File: src/include/fsb_data_defines.svh
`ifndef FSB_DATA_DEFINES_SVH
`define FSB_DATA_DEFINES_SVH
`define DATA_W 64
`define GROUP_W 16
`define GROUPS 4
`define GROUP_HALF 5'h08
`define TX_FIFO_DEPTH 32
`define SYNC_STAGES 2
`endif

File: src/include/fsb_data_pkg.sv
`include "fsb_data_defines.svh"
package fsb_data_pkg;
  typedef struct packed {
    logic deferred;
    logic [`DATA_W-1:0] data;
  } rx_word_t;
  typedef struct packed {
    logic [`DATA_W-1:0] data;
    logic [`GROUPS-1:0] inv;
    logic valid;
    logic [`GROUPS-1:0] stb_neg;
    logic [`GROUPS-1:0] stb_pos;
  } bus_in_t;
  typedef enum logic [0:0] {
    TX_IDLE,
    TX_DRIVE
  } tx_state_t;
endpackage

File: src/fsb_data_phase_handshake.sv
`timescale 1ns/1ps
`include "fsb_data_defines.svh"

module tx_fifo #(
  parameter int W = `DATA_W,
  parameter int DEPTH = `TX_FIFO_DEPTH
) (
  input wire logic clk, // core clock
  input wire logic resetn, // sync reset, low
  input wire logic in_valid, // write request
  output logic in_ready, // room left
  input wire logic [W-1:0] in_data, // write word
  output logic out_valid, // word available
  input wire logic out_ready, // pop
  output logic [W-1:0] out_data // head word
);
  localparam int AW = $clog2(DEPTH);
  generate
    if (DEPTH < 2 || (1 << AW) != DEPTH) begin : g_bad_depth
      $error("tx_fifo depth must be a power of two of at least 2");
    end
  endgenerate
  logic [W-1:0] mem [DEPTH];
  logic [AW-1:0] wr_reg, wr_next, rd_reg, rd_next;
  logic [AW:0] cnt_reg, cnt_next;
  logic push, pop;
  assign push = in_valid && in_ready;
  assign pop = out_valid && out_ready;
  assign in_ready = cnt_reg != (AW+1)'(DEPTH);
  assign out_valid = cnt_reg != '0;
  assign out_data = mem[rd_reg];
  always_comb begin
    wr_next = push ? wr_reg + AW'(1) : wr_reg;
    rd_next = pop ? rd_reg + AW'(1) : rd_reg;
    cnt_next = cnt_reg + (AW+1)'(push) - (AW+1)'(pop);
  end
  always_ff @(posedge clk) begin
    if (!resetn) begin
      wr_reg <= '0;
      rd_reg <= '0;
      cnt_reg <= '0;
    end else begin
      wr_reg <= wr_next;
      rd_reg <= rd_next;
      cnt_reg <= cnt_next;
    end
  end
  always_ff @(posedge clk) begin
    if (push) begin
      mem[wr_reg] <= in_data;
    end
  end
endmodule

module fsb_data_phase_handshake (
  input wire logic CLK, // 100 MHz core clock
  input wire logic RESETN, // sync reset, low
  input wire logic BUS_CLK, // bus common clock, sampled
  input wire logic TXN_N_A_IN, // txn_n_a, low
  input wire logic DATA_VALID_N_IN, // data ready pin in
  output logic DATA_VALID_N_OUT, // data ready pin out
  output logic DATA_VALID_OE, // data ready drive enable
  input wire logic [`DATA_W-1:0] DATA_N_IN, // data pins in
  output logic [`DATA_W-1:0] DATA_N_OUT, // data pins out
  output logic DATA_OE, // data drive enable
  input wire logic [`GROUPS-1:0] GROUP_INVERT_N_IN, // inversion flags in
  output logic [`GROUPS-1:0] GROUP_INVERT_N_OUT, // inversion flags out
  input wire logic [`GROUPS-1:0] DATA_STROBE_NEG_N_IN, // neg strobes in
  output logic [`GROUPS-1:0] DATA_STROBE_NEG_N_OUT, // neg strobes out
  input wire logic [`GROUPS-1:0] DATA_STROBE_POS_N_IN, // pos strobes in
  output logic [`GROUPS-1:0] DATA_STROBE_POS_N_OUT, // pos strobes out
  output logic STROBE_OE, // strobes and flags drive enable
  input wire logic TX_VALID, // user word offered
  output logic TX_READY, // tx buffer has room
  input wire logic [`DATA_W-1:0] TX_DATA, // user word
  output logic RX_VALID, // one-cycle received word
  output fsb_data_pkg::rx_word_t RX_WORD // received word and txn_n_a mark
);
  localparam int G = `GROUPS;
  localparam int GW = `GROUP_W;

  function automatic logic need_invert(input logic [`GROUP_W-1:0] grp);
    logic [4:0] ones;
    ones = '0;
    for (int i = 0; i < GW; i++) begin
      ones = ones + 5'(grp[i]);
    end
    need_invert = ones > `GROUP_HALF;
  endfunction

  // two-stage synchronisers, then one edge-history stage for the bus and bus clock, none for txn_n_a
  fsb_data_pkg::bus_in_t bus_raw, bus_s1_reg, bus_s2_reg, bus_s3_reg;
  logic [2:0] bclk_reg;
  logic txn_n_a_s1_reg, txn_n_a_s2_reg;
  assign bus_raw = '{data: DATA_N_IN, inv: GROUP_INVERT_N_IN, valid: DATA_VALID_N_IN,
                     stb_neg: DATA_STROBE_NEG_N_IN, stb_pos: DATA_STROBE_POS_N_IN};
  always_ff @(posedge CLK) begin
    if (!RESETN) begin
      bus_s1_reg <= '1;
      bus_s2_reg <= '1;
      bus_s3_reg <= '1;
      bclk_reg <= '0;
      txn_n_a_s1_reg <= 1'b1;
      txn_n_a_s2_reg <= 1'b1;
    end else begin
      bus_s1_reg <= bus_raw;
      bus_s2_reg <= bus_s1_reg;
      bus_s3_reg <= bus_s2_reg;
      bclk_reg <= {bclk_reg[1:0], BUS_CLK};
      txn_n_a_s1_reg <= TXN_N_A_IN;
      txn_n_a_s2_reg <= txn_n_a_s1_reg;
    end
  end
  logic bclk_rise, bclk_fall;
  assign bclk_rise = bclk_reg[1] && !bclk_reg[2];
  assign bclk_fall = !bclk_reg[1] && bclk_reg[2];

  // transmit path
  logic fifo_valid, fifo_pop;
  logic [`DATA_W-1:0] fifo_data;
  fsb_data_pkg::tx_state_t tx_state_reg, tx_state_next;
  logic [`DATA_W-1:0] dout_reg, dout_next;
  logic [G-1:0] inv_reg, inv_next, sneg_reg, sneg_next, spos_reg, spos_next;
  logic valid_n_reg, valid_n_next, oe_reg, oe_next;
  logic txr_reg;

  tx_fifo #(.W(`DATA_W), .DEPTH(`TX_FIFO_DEPTH)) u_tx_fifo (
    .clk(CLK),
    .resetn(RESETN),
    .in_valid(TX_VALID && txr_reg),
    .in_ready(),
    .in_data(TX_DATA),
    .out_valid(fifo_valid),
    .out_ready(fifo_pop),
    .out_data(fifo_data)
  );
  // registered ready: one slot kept spare for the word accepted while it falls
  logic [5:0] fill_reg, fill_next;
  always_comb begin
    fill_next = fill_reg + 6'(TX_VALID && txr_reg) - 6'(fifo_pop);
  end
  assign fifo_pop = bclk_rise && fifo_valid;

  always_comb begin
    tx_state_next = tx_state_reg;
    dout_next = dout_reg;
    inv_next = inv_reg;
    sneg_next = sneg_reg;
    spos_next = spos_reg;
    valid_n_next = valid_n_reg;
    oe_next = oe_reg;
    if (bclk_rise) begin
      if (fifo_valid) begin
        tx_state_next = fsb_data_pkg::TX_DRIVE;
        oe_next = 1'b1;
        valid_n_next = 1'b0;
        sneg_next = '0;
        spos_next = '1;
        for (int g = 0; g < G; g++) begin
          inv_next[g] = !need_invert(fifo_data[g*GW +: GW]);
          dout_next[g*GW +: GW] = need_invert(fifo_data[g*GW +: GW]) ? fifo_data[g*GW +: GW]
                                                                      : ~fifo_data[g*GW +: GW];
        end
      end else begin
        tx_state_next = fsb_data_pkg::TX_IDLE;
        oe_next = 1'b0;
        valid_n_next = 1'b1;
        sneg_next = '1;
        spos_next = '1;
        inv_next = '1;
        dout_next = '1;
      end
    end else if (bclk_fall && tx_state_reg == fsb_data_pkg::TX_DRIVE) begin
      sneg_next = '1;
      spos_next = '0;
    end
  end
  always_ff @(posedge CLK) begin
    if (!RESETN) begin
      tx_state_reg <= fsb_data_pkg::TX_IDLE;
      dout_reg <= '1;
      inv_reg <= '1;
      sneg_reg <= '1;
      spos_reg <= '1;
      valid_n_reg <= 1'b1;
      oe_reg <= 1'b0;
      fill_reg <= '0;
      txr_reg <= 1'b0;
    end else begin
      tx_state_reg <= tx_state_next;
      dout_reg <= dout_next;
      inv_reg <= inv_next;
      sneg_reg <= sneg_next;
      spos_reg <= spos_next;
      valid_n_reg <= valid_n_next;
      oe_reg <= oe_next;
      fill_reg <= fill_next;
      txr_reg <= fill_next < 6'(`TX_FIFO_DEPTH - 1);
    end
  end
  assign DATA_N_OUT = dout_reg;
  assign GROUP_INVERT_N_OUT = inv_reg;
  assign DATA_STROBE_NEG_N_OUT = sneg_reg;
  assign DATA_STROBE_POS_N_OUT = spos_reg;
  assign DATA_VALID_N_OUT = valid_n_reg;
  assign DATA_VALID_OE = oe_reg;
  assign DATA_OE = oe_reg;
  assign STROBE_OE = oe_reg;
  assign TX_READY = txr_reg;

  // receive path: groups latched on either strobe's assertion edge
  logic [`DATA_W-1:0] hold_reg, hold_next, merged;
  logic [G-1:0] stb_edge;
  logic burst_def_reg, burst_def_next, rxv_reg, rxv_next;
  fsb_data_pkg::rx_word_t rxw_reg, rxw_next;
  always_comb begin
    stb_edge = (bus_s3_reg.stb_neg & ~bus_s2_reg.stb_neg) | (bus_s3_reg.stb_pos & ~bus_s2_reg.stb_pos);
    hold_next = hold_reg;
    for (int g = 0; g < G; g++) begin
      if (stb_edge[g]) begin
        hold_next[g*GW +: GW] = bus_s2_reg.inv[g] ? ~bus_s2_reg.data[g*GW +: GW]
                                                  : bus_s2_reg.data[g*GW +: GW];
      end
    end
    merged = hold_next;
    burst_def_next = burst_def_reg;
    rxv_next = 1'b0;
    rxw_next = rxw_reg;
    if (bclk_rise && !oe_reg) begin
      if (!bus_s2_reg.valid) begin
        rxv_next = 1'b1;
        rxw_next.data = merged;
        rxw_next.deferred = burst_def_reg || !txn_n_a_s2_reg;
        burst_def_next = burst_def_reg || !txn_n_a_s2_reg;
      end else begin
        burst_def_next = !txn_n_a_s2_reg;
      end
    end
  end
  always_ff @(posedge CLK) begin
    if (!RESETN) begin
      hold_reg <= '0;
      burst_def_reg <= 1'b0;
      rxv_reg <= 1'b0;
      rxw_reg <= '0;
    end else begin
      hold_reg <= hold_next;
      burst_def_reg <= burst_def_next;
      rxv_reg <= rxv_next;
      rxw_reg <= rxw_next;
    end
  end
  assign RX_VALID = rxv_reg;
  assign RX_WORD = rxw_reg;
endmodule

File: config.mk
export PLATFORM = sky130hd
export DESIGN_NAME = fsb_data_phase_handshake
export DESIGN_NICKNAME = d
export VERILOG_FILES = /design/src/include/fsb_data_pkg.sv /design/src/fsb_data_phase_handshake.sv
export VERILOG_INCLUDE_DIRS = /design/src /design/src/include
export SDC_FILE = /design/constraint.sdc
export NUM_CORES = 2
export LEC_CHECK = 0
export ABC_CLOCK_PERIOD_IN_PS = 12220
export BUFFER_PORTS_ARGS = -buffer_cell sky130_fd_sc_hd__buf_2
export CAP_MARGIN = 20
export CORE_ASPECT_RATIO = 1.25
export CORE_UTILIZATION = 55
export DETAILED_ROUTE_END_ITERATION = 12
export PLACE_DENSITY = 0.75
export SLEW_MARGIN = 5
export SYNTH_ARGS = -nofsm -noshare
export SYNTH_HDL_FRONTEND = slang
export SYNTH_SLANG_ARGS = --single-unit
export TNS_END_PERCENT = 1
File: constraint.sdc
create_clock -name CLK -period 12.22 [get_ports CLK]
set_clock_uncertainty 0.15 [all_clocks]
set_input_delay 2.444 -clock CLK [delete_from_list [all_inputs] [get_ports CLK]]
set_output_delay 2.444 -clock CLK [all_outputs]
set_load 0.01 [all_outputs]
==> results by group <==
Yosys
  • Sequential share of the synthesized area: 0.7395
  • Prevailing post-synth register cell: edfxtp_1
  • Mapped Nets: 5259
  • Mapped cell area: between 0.09 and 0.1 mm²
  • Number of distinct standard cells referenced by the synthesized netlist: 86
  • Async SR Flop Fraction: 0
  • Number of flip-flops and latches in the synthesized netlist: 2446
  • Number of synthesized flops with an enable pin: ~2000
  • Average footprint of a synthesized cell: 18.67 µm²
  • Total of warnings raised by yosys: 0
  • Cells after synthesis: 5031

STA
  • Setup violations, final: 0
  • Min Tclk post-route: about 8.3 ns
  • Worst slew pin tran: 1.229 ns
  • RSZ-0062 raised after global routing: false
  • Final Max Slew Viols: 0
  • Relative slew slack: 0.1809
  • TNS Setup: 0 ns
  • Worst setup slack after layout: slightly below 4 ns
  • Hold Violations, Final: 0
  • Fmax achieved: about 120 MHz
  • Ratio of final minimum period to clock period: 0.6787

Drt
  • Initial detailed-routing violation count: 6167
  • Vias per std cell: between 6 and 7
  • Post-detailed-route wirelength per cell: a little over 30 µm
  • First-pass iteration count of the detailed router: 5
  • Post-route ant nets: 0
  • Count of unresolved DRC violations after routing: 0
  • Post-Route WL: 235.3 mm
  • Routed vias: 49630

Setup path
  • Arrival time reported for the critical path endpoint: 8.92 ns
  • Register-to-register setup slack: 3.93 ns
  • Worst Setup EP: DATA_N_OUT[43]$_SDFFE_PN1P_
  • Class of the most critical setup path: register to register
  • Worst reg2reg path endpoint: DATA_N_OUT[43]$_SDFFE_PN1P_
  • WP data required: 12.85 ns
  • Worst-case reg-to-reg path depth: 20
  • Kind of capture point of the worst setup path: register
  • Maximum fanout along the worst path: between 50 and 60
  • Type of element launching the critical path: register

Run status
  • Outcome: completed

Finish
  • Synthesis-to-finish area growth: 11.41%
  • Finished layout cell area: between 0.1 and 0.15 mm²
  • Total Nets Final: 5590
  • Share of cells above drive strength 1: 0.2181
  • Most frequent standard cell in the layout excluding fill and tap cells: edfxtp_1
  • Max FFs per register: roughly 2000
  • Commonest non-fill, non-tap cells in the layout: edfxtp_1, dfxtp_1, mux4_2

GRT
  • Wire length of the first global-routing pass: between 300 and 400 mm
  • GRT Residual Overflow: 0
  • Antenna violations before repair: 29
  • Overall fraction of global-route tracks in use: 0.2711
  • Via count of the first global-routing pass: 48800
  • Largest net degree at the start of global routing: 120

CTS
  • Skew-Pair Late Insertion Delay: around 0.88 ns
  • CTS tree: done
  • Number of gates resized after cts: 0
  • Clock tree root buffer cell: clkbuf_16
  • H-tree levels: 4
  • Max Buffers Root-to-Sink: 3
  • Number of buffers created by CTS: 220
  • Clk sinks: ~2400
  • Number of buffers inserted for hold repair after clock tree synthesis: 0
  • CTS clk-pin slew, worst paths: ~0.060 ns
  • Post-CTS Setup Repair Bufs: 0

Die
  • Placeable core region: 0.1696 mm²
  • Floorplan die area: about 0.17 mm²
  • Count of standard-cell rows: about 170
  • Number of I/O pins: 293
  • Die extent in x: approximately 370 µm
  • Starting Density: 0.5539
  • Die Span Y: ~460 µm

Min path
  • Worst Hold Path Cells: 1
  • Worst hold-check path type: register to register

Placed design
  • Placed inst area: roughly 0.097 mm²
  • Number of input and output port buffers inserted: just under 300
  • DP HPWL: 130.1 mm
  • Placer Congestion: 0.7985
  • Post-Place Setup Slack: 3.890 ns

Power
  • Power after layout: around 20000 µW
  • Worst vdd ir: about 0.44 mV
  • Pwr Density: 188.2 mW/mm²
  • Static power due to leakage: around 0.034 µW

Job
  • Max-cap check violation count: 0
worst min path at each step:
| stage | from | endpoint | slack, ns |
|---|---|---|---|
| 3_3_place_gp | bus_s1_reg[58]$_SDFF_PN1_ | bus_s2_reg[58]$_SDFF_PN1_ | 0.24 |
| 6_report | bus_s1_reg[27]$_SDFF_PN1_ | bus_s2_reg[27]$_SDFF_PN1_ | 0.25 |
| 5_1_grt | bus_s1_reg[20]$_SDFF_PN1_ | bus_s2_reg[20]$_SDFF_PN1_ | 0.27 |
| 2_1_floorplan | bus_s1_reg[0]$_SDFF_PN1_ | bus_s2_reg[0]$_SDFF_PN1_ | 0.24 |
| 3_5_place_dp | bus_s1_reg[27]$_SDFF_PN1_ | bus_s2_reg[27]$_SDFF_PN1_ | 0.24 |
| 4_1_cts | bus_s1_reg[27]$_SDFF_PN1_ | bus_s2_reg[27]$_SDFF_PN1_ | 0.26 |
cell type report:
| cell class | instances | area [µm²] |
|---|---|---|
| flip-flops and latches | 2446 | 69480 |
| fillers | 11580 | 64930 |
| multi-input cells | 2206 | 22510 |
| clock buffers | 288 | 5914 |
| well taps | 2223 | 2781 |
| repair buffers | 398 | 2371 |
| clock inverters | 124 | 1226 |
| inverters | 90 | 340.3 |
| diodes | 8 | 20.02 |
per-layer routing:
metal,share of wire,vias to the layer above,GRT usage,wire (µm)
met1,0.37,25440,0.3606,86660
li1,-,20500,-,-
met4,0.038,26,0.1007,9034
met5,0.00071,-,0,168
met3,0.11,578,0.05824,25830
met2,0.48,3079,0.4403,113600
critical path: stages (launching register included):
cell     delay (ns)
dfxtp_4        0.75
buf_4          0.81
buf_4          0.84
mux4_2         0.37
o22ai_1        0.09
or4_4          0.63
fa_1           0.51
inv_1          0.06
fa_1           0.49
fa_1           0.50
inv_1          0.06
fa_1           0.42
inv_1          0.09
ha_1           0.16
inv_1          0.07
fa_1           0.55
nor3b_1        0.28
a21oi_1        0.13
o21ai_2        0.81
xnor2_1        0.18
o22a_1         0.20
metrics by stage:
| step | utilization | std cells | hold WS, ns |
|---|---|---|---|
| final | 0.6171 | 7783 | 0.2545 |
| after global routing | 0.6170 | 7779 | 0.2687 |
| after CTS | 0.6169 | 7774 | 0.2573 |
| after detailed placement | 0.5748 | 7362 | 0.2418 |
| after global placement | 0.5743 | 7358 | 0.2386 |
| after floorplan | - | 5031 | 0.2363 |
synthesized netlist by cell type (all sizes together), types with 12 or more instances:
cell,instances,share of area
edfxtp,2048,0.65
dfxtp,398,0.085
mux4,384,0.095
nor2,230,0.0093
mux2i,214,0.023
nand2,180,0.0073
buf,176,0.016
nand2b,169,0.011
a22oi,148,0.012
o22ai,117,0.0078
clkbuf,110,0.0046
xnor2,102,0.0095
inv,90,0.0036
a21oi,70,0.0037
o21ai,70,0.0038
o21a,66,0.0053
mux2,56,0.0067
nand3,43,0.0023
fa,42,0.0090
ha,40,0.0053
xor2,29,0.0027
a221o,26,0.0028
o22a,25,0.0023
a211o,19,0.0018
and2,19,0.0013
and4,16,0.0019
nor3,14,0.0012
a21o,13,0.0010
o221a,13,0.0016
nor2b,12,0.00080
cell families after synthesis:
group                    after synthesis  share of synthesized area
multiplexers                         654                     0.1241
adder cells (fa/ha/maj)               82                    0.01428
AND/OR/NAND/NOR                      747                    0.04104
buffers and inverters                379                    0.02431
flip-flops                          2446                     0.7395
AO/OA/AOI/OAI                        592                    0.04450
XOR/XNOR                             131                    0.01221
power by group:
part,switching [µW],internal [µW]
Sequential,132,9220
Clock,3070,3770
Combinational,1970,1530
Total,5180,14500
Power figures use the tool's default switching activity.
